--- src/rtl/gpio_alarm_consts.svh ---
// constants for the accessory line control and alarm block
`ifndef GPIO_ALARM_CONSTS_SVH
`define GPIO_ALARM_CONSTS_SVH
`define ADDR_CTRL 8'h00
`define ADDR_POL 8'h04
`define ADDR_STAT 8'h08
`define ADDR_IRQ_STAT 8'h0C
`define ADDR_IRQ_MASK 8'h10
`define ADDR_MAJOR 8'h14
`define ADDR_MINOR 8'h18
`define LOCK_COUNT 2'h3
`define DEBOUNCE_NS 1000
`define DEBOUNCE_CYC ((`DEBOUNCE_NS + 7) / 8)
`define POL_RESET 8'h00
`define POL_DIS_BIT 0
`define POL_PWR_BIT 1
`define POL_KD_BIT 2
`define POL_CH_LSB 3
`define POL_MAJ_BIT 7
`define POL_MIN_BIT 8
`define IRQ_LOCK_BIT 0
`define IRQ_MINOR_BIT 1
`define IRQ_MAJOR_BIT 2
`define IRQ_CH_BIT 3
`endif

--- src/rtl/gpio_alarm_pkg.sv ---
// types shared by the accessory line control and alarm block
package gpio_alarm_pkg;
  typedef enum logic [1:0] {RUN, LOCKED} lock_e;
endpackage

--- src/rtl/line_filter.sv ---
// two-stage synchroniser and debounce for one input line
`timescale 1ns/1ps
`include "gpio_alarm_consts.svh"
module line_filter #(
  parameter int CYCLES = `DEBOUNCE_CYC
) (
  // clock and reset
  input wire logic clk_i,
  input wire logic rst_i,
  // line
  input wire logic line_i,
  output logic level_o
);
  typedef struct packed {
    logic s1;
    logic s2;
    logic lvl;
    logic [15:0] cnt;
  } st_s;
  st_s st_reg, st_next;
  always_comb begin
    st_next = st_reg;
    st_next.s1 = line_i;
    st_next.s2 = st_reg.s1;
    // only s2 is looked at; s1 feeds nothing else
    if (st_reg.s2 == st_reg.lvl) begin
      st_next.cnt = 16'h0000;
    end else if (st_reg.cnt >= 16'(CYCLES - 1)) begin
      st_next.lvl = st_reg.s2;
      st_next.cnt = 16'h0000;
    end else begin
      st_next.cnt = st_reg.cnt + 16'h0001;
    end
  end
  always_ff @(posedge clk_i) begin
    if (rst_i) begin
      st_reg <= '0;
    end else begin
      st_reg <= st_next;
    end
  end
  assign level_o = st_reg.lvl;
endmodule

--- src/rtl/repeater_gpio_alarm_control.sv ---
// accessory port control lines, alarm outputs and register slave
//
// Local design decisions: the Wishbone register port and the register addresses.
`timescale 1ns/1ps
`include "gpio_alarm_consts.svh"
module repeater_gpio_alarm_control #(
  parameter int NCH = 4,
  parameter int DEB_CYCLES = `DEBOUNCE_CYC
) (
  // clock and reset
  input wire logic clk_i,
  input wire logic rst_i,
  // wishbone
  input wire logic cyc_i,
  input wire logic stb_i,
  input wire logic we_i,
  input wire logic [7:0] adr_i,
  input wire logic [3:0] sel_i,
  input wire logic [31:0] dat_i,
  output logic [31:0] dat_o,
  output logic ack_o,
  // accessory input lines, level only
  input wire logic disable_line_i,
  input wire logic power_line_i,
  input wire logic knockdown_line_i,
  input wire logic [NCH-1:0] chan_line_i,
  // repeater status
  input wire logic major_alarm_i,
  input wire logic minor_alarm_i,
  input wire logic chan_digital_i,
  input wire logic digital_tx_i,
  // alarm output lines
  output logic major_line_o,
  output logic minor_line_o,
  // control outcome
  output logic disabled_o,
  output logic high_power_o,
  output logic knockdown_o,
  output logic [NCH-1:0] channel_o,
  output logic reset_req_o,
  output logic locked_o,
  output logic irq_o
);
  localparam int NIN = NCH + 3;
  typedef struct packed {
    logic [8:0] pol;
    logic [1:0] count;
    gpio_alarm_pkg::lock_e lock;
    logic major_d;
    logic reset_req;
    logic minor_d;
    logic [NCH-1:0] chan_d;
    logic [3:0] irq_stat;
    logic [3:0] irq_mask;
    logic [31:0] rdata;
    logic dis;
    logic pwr;
    logic kd;
    logic [NCH-1:0] ch;
    logic maj_o;
    logic min_o;
  } st_s;
  st_s st_reg, st_next;
  logic [NIN-1:0] raw;
  logic [NIN-1:0] filt;
  logic bus_req;
  function automatic logic [3:0] w1c(input logic [3:0] cur, input logic [3:0] wr,
                                     input logic [3:0] ev);
    // a set in the clearing cycle wins
    w1c = (cur & ~wr) | ev;
  endfunction
  assign raw = {chan_line_i, knockdown_line_i, power_line_i, disable_line_i};
  genvar g;
  generate
    for (g = 0; g < NIN; g++) begin : g_in
      line_filter #(.CYCLES(DEB_CYCLES)) u_f (
        .clk_i(clk_i),
        .rst_i(rst_i),
        .line_i(raw[g]),
        .level_o(filt[g])
      );
    end
  endgenerate
  wb_regs u_bus (
    .clk_i(clk_i),
    .rst_i(rst_i),
    .cyc_i(cyc_i),
    .stb_i(stb_i),
    .ack_o(ack_o),
    .req_o(bus_req)
  );
  logic dis_a, pwr_a, kd_a;
  logic [NCH-1:0] ch_a;
  logic wr, lock_clr;
  logic [3:0] ev, wclr;
  always_comb begin
    st_next = st_reg;
    dis_a = filt[0] ^ st_reg.pol[`POL_DIS_BIT];
    pwr_a = filt[1] ^ st_reg.pol[`POL_PWR_BIT];
    kd_a = filt[2] ^ st_reg.pol[`POL_KD_BIT];
    ch_a = filt[NIN-1:3] ^ st_reg.pol[`POL_CH_LSB +: NCH];
    wr = bus_req && we_i;
    lock_clr = wr && adr_i == `ADDR_STAT && sel_i[0] && dat_i[0];
    wclr = (wr && adr_i == `ADDR_IRQ_STAT && sel_i[0]) ? dat_i[3:0] : 4'h0;
    st_next.major_d = major_alarm_i;
    st_next.minor_d = minor_alarm_i;
    st_next.chan_d = st_reg.ch;
    st_next.reset_req = 1'b0;
    ev = 4'h0;
    // each new major alarm while running is counted; the first two ask for a reset, the third locks instead
    if (major_alarm_i && !st_reg.major_d && st_reg.lock == gpio_alarm_pkg::RUN) begin
      ev[`IRQ_MAJOR_BIT] = 1'b1;
      if (st_reg.count == `LOCK_COUNT - 2'h1) begin
        st_next.count = `LOCK_COUNT;
        st_next.lock = gpio_alarm_pkg::LOCKED;
        ev[`IRQ_LOCK_BIT] = 1'b1;
      end else begin
        st_next.count = st_reg.count + 2'h1;
        st_next.reset_req = 1'b1;
      end
    end
    if (lock_clr) begin
      st_next.count = 2'h0;
      st_next.lock = gpio_alarm_pkg::RUN;
      st_next.reset_req = 1'b1;
    end
    ev[`IRQ_MINOR_BIT] = minor_alarm_i && !st_reg.minor_d;
    ev[`IRQ_CH_BIT] = st_reg.ch != st_reg.chan_d;
    // line controls still act under minor alarm; only radio activity stops
    st_next.dis = dis_a || minor_alarm_i || st_next.lock == gpio_alarm_pkg::LOCKED;
    st_next.pwr = pwr_a;
    st_next.kd = kd_a && !chan_digital_i && !digital_tx_i;
    st_next.ch = ch_a;
    // alarm lines are plain outputs; input pins are never driven
    st_next.maj_o = (st_next.lock == gpio_alarm_pkg::LOCKED) ^ st_reg.pol[`POL_MAJ_BIT];
    st_next.min_o = minor_alarm_i ^ st_reg.pol[`POL_MIN_BIT];
    st_next.irq_stat = w1c(st_reg.irq_stat, wclr, ev);
    if (wr && adr_i == `ADDR_POL) begin
      if (sel_i[0]) st_next.pol[7:0] = dat_i[7:0];
      if (sel_i[1]) st_next.pol[8] = dat_i[8];
    end
    if (wr && adr_i == `ADDR_IRQ_MASK && sel_i[0]) st_next.irq_mask = dat_i[3:0];
    st_next.rdata = 32'h0000_0000;
    unique case (adr_i)
      `ADDR_CTRL: st_next.rdata = 32'({st_reg.ch, st_reg.kd, st_reg.pwr, st_reg.dis});
      `ADDR_POL: st_next.rdata = 32'(st_reg.pol);
      `ADDR_STAT: st_next.rdata = 32'({st_reg.count, st_reg.lock == gpio_alarm_pkg::LOCKED});
      `ADDR_IRQ_STAT: st_next.rdata = 32'(st_reg.irq_stat);
      `ADDR_IRQ_MASK: st_next.rdata = 32'(st_reg.irq_mask);
      `ADDR_MAJOR: st_next.rdata = 32'(st_reg.maj_o);
      `ADDR_MINOR: st_next.rdata = 32'(st_reg.min_o);
      default: st_next.rdata = 32'h0000_0000;
    endcase
  end
  always_ff @(posedge clk_i) begin
    if (rst_i) begin
      st_reg <= '0;
      st_reg.pol <= 9'(`POL_RESET);
    end else begin
      st_reg <= st_next;
    end
  end
  assign dat_o = st_reg.rdata;
  assign major_line_o = st_reg.maj_o;
  assign minor_line_o = st_reg.min_o;
  assign disabled_o = st_reg.dis;
  assign high_power_o = st_reg.pwr;
  assign knockdown_o = st_reg.kd;
  assign channel_o = st_reg.ch;
  assign reset_req_o = st_reg.reset_req;
  assign locked_o = st_reg.lock == gpio_alarm_pkg::LOCKED;
  assign irq_o = |(st_reg.irq_stat & st_reg.irq_mask);

  // pin level is launched with the polarity of the previous cycle
  lock_alarm_a: assert property (@(posedge clk_i) disable iff (rst_i)
    major_line_o == (locked_o ^ $past(st_reg.pol[`POL_MAJ_BIT])))
    else $error("major line does not follow lock");
  third_major_a: assert property (@(posedge clk_i) disable iff (rst_i)
    st_reg.count == 2'h2 && major_alarm_i && !st_reg.major_d && !lock_clr && !locked_o
    |=> locked_o && !reset_req_o)
    else $error("third major alarm did not lock");
  minor_line_a: assert property (@(posedge clk_i) disable iff (rst_i)
    minor_alarm_i |=> minor_line_o == !$past(st_reg.pol[`POL_MIN_BIT]))
    else $error("minor line not asserted");
  minor_dis_a: assert property (@(posedge clk_i) disable iff (rst_i)
    minor_alarm_i |=> disabled_o)
    else $error("minor alarm did not disable");
  kd_digital_a: assert property (@(posedge clk_i) disable iff (rst_i)
    chan_digital_i |=> !knockdown_o)
    else $error("knockdown in digital mode");
  kd_dtx_a: assert property (@(posedge clk_i) disable iff (rst_i)
    digital_tx_i |=> !knockdown_o)
    else $error("knockdown during digital transmit");
  unlock_a: assert property (@(posedge clk_i) disable iff (rst_i)
    lock_clr |=> !locked_o && reset_req_o && st_reg.count == 2'h0)
    else $error("lock not removed");
  chan_map_a: assert property (@(posedge clk_i) disable iff (rst_i)
    1'b1 |=> channel_o == $past(filt[NIN-1:3] ^ st_reg.pol[`POL_CH_LSB +: NCH]))
    else $error("channel index wrong");
  power_a: assert property (@(posedge clk_i) disable iff (rst_i)
    filt[1] != st_reg.pol[`POL_PWR_BIT] |=> high_power_o)
    else $error("power level wrong");

  // line controls, one cycle after the filtered level
  dis_line_a: assert property (@(posedge clk_i) disable iff (rst_i)
    filt[0] != st_reg.pol[`POL_DIS_BIT] |=> disabled_o)
    else $error("disable input ignored");

  enable_back_a: assert property (@(posedge clk_i) disable iff (rst_i)
    filt[0] == st_reg.pol[`POL_DIS_BIT] && !minor_alarm_i && st_next.lock == gpio_alarm_pkg::RUN
    |=> !disabled_o)
    else $error("unit not enabled after release");

  lock_dis_a: assert property (@(posedge clk_i) disable iff (rst_i)
    locked_o |-> disabled_o)
    else $error("locked unit still repeating");

  power_low_a: assert property (@(posedge clk_i) disable iff (rst_i)
    filt[1] == st_reg.pol[`POL_PWR_BIT] |=> !high_power_o)
    else $error("power not back to low");

  kd_norm_a: assert property (@(posedge clk_i) disable iff (rst_i)
    filt[2] != st_reg.pol[`POL_KD_BIT] && !chan_digital_i && !digital_tx_i |=> knockdown_o)
    else $error("knockdown input ignored");

  kd_release_a: assert property (@(posedge clk_i) disable iff (rst_i)
    filt[2] == st_reg.pol[`POL_KD_BIT] |=> !knockdown_o)
    else $error("knockdown held after release");

  // alarm counting and lock, minor alarm line and event
  reset_major_a: assert property (@(posedge clk_i) disable iff (rst_i)
    major_alarm_i && !st_reg.major_d && !locked_o && st_reg.count < 2'h2 && !lock_clr
    |=> reset_req_o && !locked_o)
    else $error("major alarm gave no reset");

  lock_hold_a: assert property (@(posedge clk_i) disable iff (rst_i)
    locked_o && !lock_clr |=> locked_o)
    else $error("lock dropped without clear");

  count_hold_a: assert property (@(posedge clk_i) disable iff (rst_i)
    !(major_alarm_i && !st_reg.major_d) && !lock_clr |=> $stable(st_reg.count))
    else $error("alarm count moved by itself");

  no_lock_early_a: assert property (@(posedge clk_i) disable iff (rst_i)
    !locked_o && st_reg.count < 2'h2 && !lock_clr |=> !locked_o)
    else $error("locked before third alarm");

  unlock_run_a: assert property (@(posedge clk_i) disable iff (rst_i)
    lock_clr && !minor_alarm_i && filt[0] == st_reg.pol[`POL_DIS_BIT] |=> !disabled_o)
    else $error("unit not running after unlock");

  minor_off_a: assert property (@(posedge clk_i) disable iff (rst_i)
    !minor_alarm_i |=> minor_line_o == $past(st_reg.pol[`POL_MIN_BIT]))
    else $error("minor line asserted without alarm");

  minor_irq_a: assert property (@(posedge clk_i) disable iff (rst_i)
    minor_alarm_i && !st_reg.minor_d |=> st_reg.irq_stat[`IRQ_MINOR_BIT])
    else $error("minor alarm event lost");

  // register slave: polarity set is written and answered in one cycle
  pol_write_a: assert property (@(posedge clk_i) disable iff (rst_i)
    wr && adr_i == `ADDR_POL && sel_i[0] |=> st_reg.pol[7:0] == $past(dat_i[7:0]))
    else $error("polarity write lost");

  ack_latency_a: assert property (@(posedge clk_i) disable iff (rst_i)
    cyc_i && stb_i && !ack_o |=> ack_o)
    else $error("bus access not acknowledged");

  ack_once_a: assert property (@(posedge clk_i) disable iff (rst_i)
    ack_o |=> !ack_o)
    else $error("acknowledge longer than one cycle");
endmodule

--- src/rtl/wb_regs.sv ---
// classic wishbone slave handshake helper: one-cycle ack and access request, no address decode
`timescale 1ns/1ps
module wb_regs (
  // clock and reset
  input wire logic clk_i,
  input wire logic rst_i,
  // bus
  input wire logic cyc_i,
  input wire logic stb_i,
  output logic ack_o,
  output logic req_o
);
  typedef struct packed {
    logic ack;
  } st_s;
  st_s st_reg, st_next;
  always_comb begin
    st_next = st_reg;
    st_next.ack = cyc_i && stb_i && !st_reg.ack;
  end
  always_ff @(posedge clk_i) begin
    if (rst_i) begin
      st_reg <= '0;
    end else begin
      st_reg <= st_next;
    end
  end
  assign ack_o = st_reg.ack;
  // access takes effect at the acking edge
  assign req_o = cyc_i && stb_i && !st_reg.ack;
endmodule

--- config.mk ---
export PLATFORM = sky130hd
export DESIGN_NAME = repeater_gpio_alarm_control
export DESIGN_NICKNAME = d
export VERILOG_FILES = /design/src/rtl/gpio_alarm_pkg.sv /design/src/rtl/line_filter.sv /design/src/rtl/repeater_gpio_alarm_control.sv /design/src/rtl/wb_regs.sv
export VERILOG_INCLUDE_DIRS = /design/src /design/src/rtl
export SDC_FILE = /design/constraint.sdc
export NUM_CORES = 1
export LEC_CHECK = 0
export BUFFER_PORTS_ARGS = -buffer_cell sky130_fd_sc_hd__buf_2
export CAP_MARGIN = 5
export CORE_AREA = 4 4 114 116
export CTS_CLUSTER_SIZE = 40
export DETAILED_ROUTE_END_ITERATION = 6
export DIE_AREA = 0 0 118 120
export HOLD_SLACK_MARGIN = 0.1
export PLACE_DENSITY_LB_ADDON = 0.15
export SLEW_MARGIN = 5
export SYNTH_ARGS = -nofsm -noshare
export SYNTH_HDL_FRONTEND = slang
export SYNTH_SLANG_ARGS = --single-unit
--- constraint.sdc ---
create_clock -name clk_i -period 3.1 [get_ports clk_i]
set_input_delay 0 -clock clk_i [delete_from_list [all_inputs] [get_ports clk_i]]
set_output_delay 0 -clock clk_i [all_outputs]
set_load 0.05 [all_outputs]
Yosys cells after proc, flatten, opt, wreduce, memory -nomap -nowiden. Cells that the tools add are included.

Flip-flop bits (word level): 203. Output and inout bits: 45.

Add/subtract/negate cells: 8. $lt $le $gt $ge: 7. Equality and inequality tests: 17. Multiplexer cells: 12. Bitwise operators: 17. Reduce and logical (&&, ||, !) cells: 43.

Operators by type and width (number): 16-bit by 1-bit adder with 16-bit output (second input constant) (7); 16-bit by 7-bit >= comparator with 1-bit output (second input constant) (7); 9-bit case mux with 7 select lines (1); 8-bit by 5-bit equality test with 1-bit output (second input constant) (3); 3-bit OR reduction (7); 2-bit AND reduction (9); 8-bit by 4-bit equality test with 1-bit output (second input constant) (2); 1-bit logical AND (16); 4-bit AND (2); 8-bit by 3-bit equality test with 1-bit output (second input constant) (1); 8-bit logical NOT (1); 2-bit 2-to-1 mux (4); 1-bit equality test (7); 1-bit NOT (7); 1-bit 2-to-1 mux (6); 1-bit logical NOT (5); 1-bit bitwise XOR (5); 2-bit by 1-bit equality test with 1-bit output (second input constant) (2); 4-bit 2-to-1 mux (1); 4-bit inequality test (1); 4-bit NOT (1); 4-bit bitwise OR (1); 4-bit OR reduction (1); 4-bit bitwise XOR (1); other kinds (5) (6).

Longest topological paths before layout. Gate-level depths: netlist of the first run.

Depth after elaboration: 9. Mapped depth: 5.

By module. A second synthesis of the first run with hierarchy kept.

Cell total of the unflattened synthesis: 649. Area total of the unflattened synthesis: 6756.5 sq um.

Modules (own cells, without submodules): line_filter (times used 7, cells each 59, area each 639.4 sq um, sequential area each 380.4 sq um); repeater_gpio_alarm_control (times used 1, cells each 233, area each 2238.4 sq um, sequential area each 920.9 sq um); wb_regs (times used 1, cells each 3, area each 42.5 sq um, sequential area each 20.0 sq um).

Worst setup path after synthesis of the first run. No wires, ideal clock.

Path type: flip-flop to flip-flop. Start point: register u_bus.st_reg, in the netlist u_bus.ack_o. End point: register st_reg (netlist bit major_line_o). Arrival: 1626 ps. Data required time: 2979 ps. Setup slack: 1354 ps. Cell stages (with the launch flop): 6. Cells stage by stage: dfxtp_1 -> and4b_1 -> clkbuf_1 -> nand4_1 -> o211ai_1 -> mux2_2.

Longest elaborated chain between the ends: 9.

RTL lines: from (decl) (RTL line wb_regs.sv:16) `st_s st_reg, st_next;`; from (signal assigned) (RTL line wb_regs.sv:25) `st_reg <= st_next;`; 1-bit logical NOT (RTL line wb_regs.sv:30) `assign req_o = cyc_i && stb_i && !st_reg.ack;`; 1-bit logical AND (RTL line wb_regs.sv:30); 1-bit logical AND (RTL line repeater_gpio_alarm_control.sv:102) `wr = bus_req && we_i;`; 1-bit logical AND (no source line); 1-bit logical AND (2 in a row) (RTL line repeater_gpio_alarm_control.sv:103) `` lock_clr = wr && adr_i == `ADDR_STAT && sel_i[0] && dat_i[0]; ``; 2-bit 2-to-1 mux (RTL line repeater_gpio_alarm_control.sv:122) `if (lock_clr) begin`; 2-bit by 1-bit equality test with 1-bit output (RTL line repeater_gpio_alarm_control.sv:135) `` st_next.maj_o = (st_next.lock == gpio_alarm_pkg::LOCKED) ^ st_reg.pol[`POL_MAJ_BIT]; ``; 1-bit bitwise XOR (RTL line repeater_gpio_alarm_control.sv:135); to (signal assigned) (RTL line repeater_gpio_alarm_control.sv:160) `st_reg <= st_next;`; to (decl) (RTL line repeater_gpio_alarm_control.sv:63) `st_s st_reg, st_next;`.

No other way between the ends. A chain may end at the register's enable or synchronous reset.

Worst setup path after layout of the first run.
Start point: register u_bus.st_reg, in the netlist u_bus.ack_o. End point: register st_reg[67] (netlist bit).

Longest elaborated chain between the ends: 5.

RTL lines (RTL line): 1-bit logical NOT (wb_regs.sv:30); 1-bit logical AND (wb_regs.sv:30); 1-bit logical AND (repeater_gpio_alarm_control.sv:102); 1-bit logical AND (no source line); 2-bit AND reduction (no source line).

No other way between the ends.

==> results of run 1 <==
-- layout by cell type, fill, tap and decap left out, drive strengths merged, types with 5 or more instances in the layout --
| cell type | instances |
|---|---|
| dfxtp | 180 |
| nor2 | 91 |
| conb | 86 |
| buf | 57 |
| dlygate4sd3 | 43 |
| xor2 | 27 |
| xnor2 | 27 |
| inv | 26 |
| nor2b | 23 |
| nand2 | 21 |
| nand3 | 21 |
| clkbuf | 21 |
| mux2i | 20 |
| nand4 | 16 |
| ha | 15 |
| a21oi | 10 |
| nor4 | 9 |
| and3 | 8 |
| nor3 | 8 |
| and2 | 7 |
| a22oi | 6 |
| or3 | 5 |
| bufinv | 5 |
-- metal layers --
layer	GRT usage	vias to the layer above	wire (um)
met2	0.294	100	5670
li1	-	2221	-
met3	0.0495	16	564
met4	0.0828	0	182
met5	0	-	0
met1	0.206	2033	5310
-- through the flow --
step                      area (sq um)  cells   util  setup WS (ns)
after floorplan                   6780    697      -           1.35
after global placement            6920    852  0.581           1.31
after detailed placement          6920    852  0.581           1.33
after CTS                         8020    927  0.673          0.788
after global routing              8020    927  0.673          0.669
final                             8020    927  0.673          0.802
-- cells by family after synthesis --
| kind of cell | Yosys count | synth area share |
|---|---|---|
| AND/OR/NAND/NOR | 228 | 0.193 |
| flip-flops | 180 | 0.558 |
| buffers and inverters | 74 | 0.0662 |
| XOR/XNOR | 54 | 0.0732 |
| AO/OA/AOI/OAI | 35 | 0.0376 |
| multiplexers | 25 | 0.0432 |
| adder cells (fa/ha/maj) | 15 | 0.0290 |
| other | 1 | 0.000580 |
-- critical path, cell delays in order (launching register included) --
cell and delay, ns:
dfxtp_1 0.31, and4b_1 0.46, nand4_2 0.47, mux2i_1 0.30, nor2_1 0.06, dlygate4sd3_1 0.57
-- repair_timing --
| item | 4_1_cts | 5_1_grt |
|---|---|---|
| hold buffers | 43 | 0 |
| hold endpoints to repair | 50 | 0 |
| gates resized for setup | 0 | 0 |
-- path summary, 6_finish.rpt --
check | depth (start not counted) | end | slack (ns)
max | 5 | st_reg[67] | 0.80
min | 4 | dat_o[3] | 0.16
max reg2reg | 5 | st_reg[67] | 0.80
min reg2reg | 1 | u_bus.ack_o | 0.43
-- where the power goes --
| group | internal, uW | total [uW] | switching [uW] | leakage (uW) |
|---|---|---|---|---|
| combinational | 93.3 | 261 | 168 | 0.00164 |
| sequential | 2380 | 2410 | 27.9 | 0.00148 |
| clock | 1500 | 2360 | 857 | 0.000324 |
| total | 3980 | 5030 | 1050 | 0.00345 |
-- cell type report --
cell class | instances | area, sq um | share of cell area
flip-flops and latches | 180 | 3600 | 0.449
clock inverters | 11 | 198 | 0.0247
repair buffers | 100 | 718 | 0.0896
clock buffers | 21 | 470 | 0.0587
multi-input cells | 443 | 2750 | 0.343
inverters | 25 | 93.8 | 0.0117
well taps | 147 | 184 | 0.0229
==> results.ini, run 1 <==
[logic_synthesis]
yosysUniqueCellTypes = 57
ys_async_sr_fraction = 0
synth_commonest_cells = 180 x dfxtp_1, 85 x nor2_1, 37 x buf_4, 27 x xnor2_1, 27 x xor2_1
syn_avg_cell_area_sq_um = 10.6
synth_most_common_cell = dfxtp_1
netlist_area_sq_mm = 0.00646
synth.largest_area_cell = dfxtp_1
yosysTopAreaCellShare = 0.558
synthFlopType = dfxtp_1
ys_seq_area_frac = 0.558
synthTopCellsByArea = dfxtp_1 56%, nor2_1 4.9%, buf_4 4.3%, xnor2_1 3.7%, xor2_1 3.7%
yosysWarnings = 0
synthCells = 612
ys_seq_elements = 180
synth-edff-count = 0

[grt]
grt_pass1_wl_mm = 20.0
grt_pass1_vias = 4290
overflow = 0
grt_usage = 0.175
grt_max_degree = 31
grt_antenna_before_repair = 0

[drt]
ant_nets = 0
vias = 4370
drtPass1Iterations = 4
vias_per_cell = 4.71
drt-total-wl_mm = 11.7
drc_errors = 0
first_iter_violations = 253
wl_per_cell_um = 12.6

[worst_setup_path]
cp.required_ns = 3.41
startpoint_type = flip-flop
worst_ep_arrival_time_ns = 2.60
worstReg2RegStart = u_bus.ack_o
path_max_fanout = 8
critical_path.startpoint = u_bus.ack_o
criticalPathCategory = flip-flop to flip-flop
critPathCaptureType = flip-flop

[pwr]
finalPower_uw = 5030
power_density_mw_per_mm2 = 627
vdd_drop_max_v = 0.000404
p_leak_uw = 0.00345

[floorplanning]
fp-row-count = 40
initial_utilization = 0.543
core_area_sq_mm = 0.0119
die_w_um = 118
ioPinCount = 105
fp.dieH_um = 120
die-area_sq_mm = 0.0142

[placed_design]
place.gp.congestion = 0.818
port_buffers = 56
dpl.hpwl_mm = 8.02

[timing]
slew_headroom = 0.517
max_freq_mhz = 435
drv_slew = 0
final.setup.tns_ns = 0
rsz0062_at_grt = no
min_period_over_period = 0.741
whs_ns = 0.159
tightest_slew_ns = 0.718
timing.final.crit_period_ns = 2.30
setup_viol = 0
hold_violations = 0
skew_ns = 0.00536

[clock_network]
cts_setup_buffers = 0
clock_latency_ns = 0.42
cts_root_buf = clkbuf_16
clk_pin_slew_ns = 0.06
cts_tree = done
numCtsBuffers = 17
clk_path_buf_depth = 2
cts_num_sinks = 180
cts_max_level = 4

[layout]
final_nets = 842
fillers = 926
syn_to_final_growth_pct = 24.1
largest_reg_flops = 119
diodes = 0
layout-drive-gt1-share = 0.142

[job]
cap_violations = 0

[worst_hold_path]
holdCritStartpoint = adr_i[3]
min_path_type = primary input to flip-flop

[outcome]
status = completed

(Power assumes the default switching activity.)
==> run 2, diff against run 1 <==
- clock period: 3.1 -> 2.15 ns (I/O delays scaled with it)
==> run 2 against run 1 <==
Effect of this change: largest power group unchanged; total power rose by 36%; highest routed layer unchanged; first-iteration DRC count is 19% lower; critical path type unchanged; clock skew up 0.0047 ns; count of clock-buffer cells in the layout down 4; sequential power grew 44%; design area fell by 1.6%; via count shrank 1.4%; utilization fell by 1.1 points; global-route usage up 0.19 points; wire length decreased by 1.2%.
==> results.ini, run 2 (synthesized netlist as in run 1, its figures left out) <==
[grt]
overflow = 0  ; unchanged
grt_pass1_vias = 4279  ; -0.26%
grt_pass1_wl_mm = 19.9  ; -0.48%
grt_usage = 0.176  ; +0.00190
grt_antenna_before_repair = 0  ; unchanged
grt_max_degree = 50  ; +61%

[timing]
final.setup.tns_ns = 0  ; unchanged
slew_headroom = 0.618  ; +0.100
setup_viol = 0  ; unchanged
tightest_slew_ns = 0.568  ; -0.149 ns
timing.final.crit_period_ns = 2.02  ; -0.273 ns
drv_slew = 0  ; unchanged
max_freq_mhz = 494  ; +14%
min_period_over_period = 0.942  ; +0.200
hold_violations = 0  ; unchanged
skew_ns = 0.0100  ; +0.00467 ns
rsz0062_at_grt = no

[worst_setup_path]
max_stage_delay_ns = 0.55  ; -0.02 ns
criticalPathCategory = flip-flop to flip-flop
critPathCaptureType = flip-flop
path_max_fanout = 7  ; -1
startpoint_type = flip-flop
crit_chain = and4b_1, nand4_1, mux2i_1, nor2_1, dlygate4sd3_1
slowest_stage = dlygate4sd3_1
ff2ff_setup_slack_ns = 0.13  ; -0.68 ns
cp.required_ns = 2.46  ; -0.95 ns
worst_ep_arrival_time_ns = 2.33  ; -0.27 ns

[placed_design]
dpl.hpwl_mm = 7.97  ; -0.71%
port_buffers = 56  ; unchanged
place.gp.congestion = 0.885  ; +8.2%
dpl-instance-area_sq_mm = 0.00695  ; +0.40%

[layout]
syn_to_final_growth_pct = 22.1
final_nets = 837  ; -0.59%
final_common_cell = dfxtp_1
postLayoutCellArea_sq_mm = 0.00789  ; -1.6%
final_cell_mix = 180 x dfxtp_1, 86 x conb_1, 85 x nor2_1
fillers = 931  ; +0.54%
layout-drive-gt1-share = 0.150  ; +0.00737
largest_reg_flops = 119  ; unchanged
final_util = 0.662  ; -0.0109
diodes = 0  ; unchanged
seqCellArea_sq_mm = 0.00360  ; unchanged
multi_input_area_sq_mm = 0.00275  ; unchanged

[clock_network]
cts_tree = done
cts_resized = 0  ; unchanged
clk_pin_slew_ns = 0.07  ; about the same
cts_root_buf = clkbuf_16
numCtsBuffers = 17  ; unchanged
cts_max_level = 4  ; unchanged
cts_num_sinks = 180  ; unchanged
clock_latency_ns = 0.43  ; about the same
clk_path_buf_depth = 2  ; unchanged

[outcome]
status = completed

[floorplanning]
ioPinCount = 105  ; unchanged
core_area_sq_mm = 0.0119  ; unchanged
die_w_um = 118  ; unchanged
fp.dieH_um = 120  ; unchanged
die-area_sq_mm = 0.0142  ; unchanged
fp-row-count = 40  ; unchanged
initial_utilization = 0.543  ; unchanged

[drt]
wl_per_cell_um = 12.6  ; -0.67%
first_iter_violations = 205  ; -19%
drt-total-wl_mm = 11.6  ; -1.2%
drtPass1Iterations = 4  ; unchanged
vias_per_cell = 4.67  ; -0.86%
vias = 4309  ; -1.4%
ant_nets = 0  ; unchanged
drc_errors = 0  ; unchanged

[pwr]
vdd_drop_max_v = 0.000495  ; +22%
power_density_mw_per_mm2 = 870  ; +39%
finalPower_uw = 6860  ; +36%
p_leak_uw = 0.00336  ; -2.5%

[worst_hold_path]
min_path_type = primary input to flip-flop

[job]
cap_violations = 0  ; unchanged

## run 2: changes by cell type in the layout (fill, tap and decap cells not counted)
cell / change
bufinv_16: -3
dlygate4sd3_1: -9
clkbuf_8: -3
buf_4: +3
buf_12: +1
clkbuf_1: -1
clkinv_2: +1
clkinvlp_4: +4
clkinv_4: +2
## run 2: path summary, 6_finish.rpt
kind / startpoint / to / cells after the start
max: u_bus.ack_o / st_reg[42] / 5
min: adr_i[3] / dat_o[3] / 4
max reg2reg: u_bus.ack_o / st_reg[42] / 5
min reg2reg: g_in[6].u_f.st_next[17] / g_in[6].u_f.st_reg[17] / 1
## run 2: report_power, final
group          total [uW]  internal [uW]  switching, uW
registers            3470           3430           39.5
clock network        3010           1720           1300
logic                 374            131            243
## run 2: per-layer routing
metal,track usage,vias up,share of wire
li1,-,2208,-
met1,0.213,1988,0.45
met2,0.297,95,0.49
met3,0.0485,18,0.046
met4,0.0747,0,0.018
met5,0,-,0
## run 2: what timing repair did
item                                    CTS  global route
setup buffers                             0             2
endpoints found under the hold margin    39             0
endpoints found under the setup margin    0             1
hold buffers                             34             0
## run 2: area by class of cell
cell class	count	area share
flip-flops and latches	180	0.457
repair buffers	95	0.0850
clock inverters	15	0.0203
inverters	25	0.0119
multi-input cells	443	0.349
clock buffers	17	0.0539
well taps	147	0.0233
## run 2: metrics by stage
stage / worst slack (ns) / cells / hold WS [ns]
after floorplan: 0.404 / 697 / 0.0762
after global placement: 0.497 / 854 / 0.164
after detailed placement: 0.429 / 854 / 0.169
after CTS: 0.0252 / 920 / 0.108
after global routing: 0.0820 / 922 / 0.152
final: 0.126 / 922 / 0.121
## run 2: worst max-delay path, delay by kind of cell (launching register included)
family | cells | cell delay [ns]
buffers and inverters | 1 | 0.55
DFF | 1 | 0.33
muxes | 1 | 0.22
and+or+nand+nor | 3 | 0.80
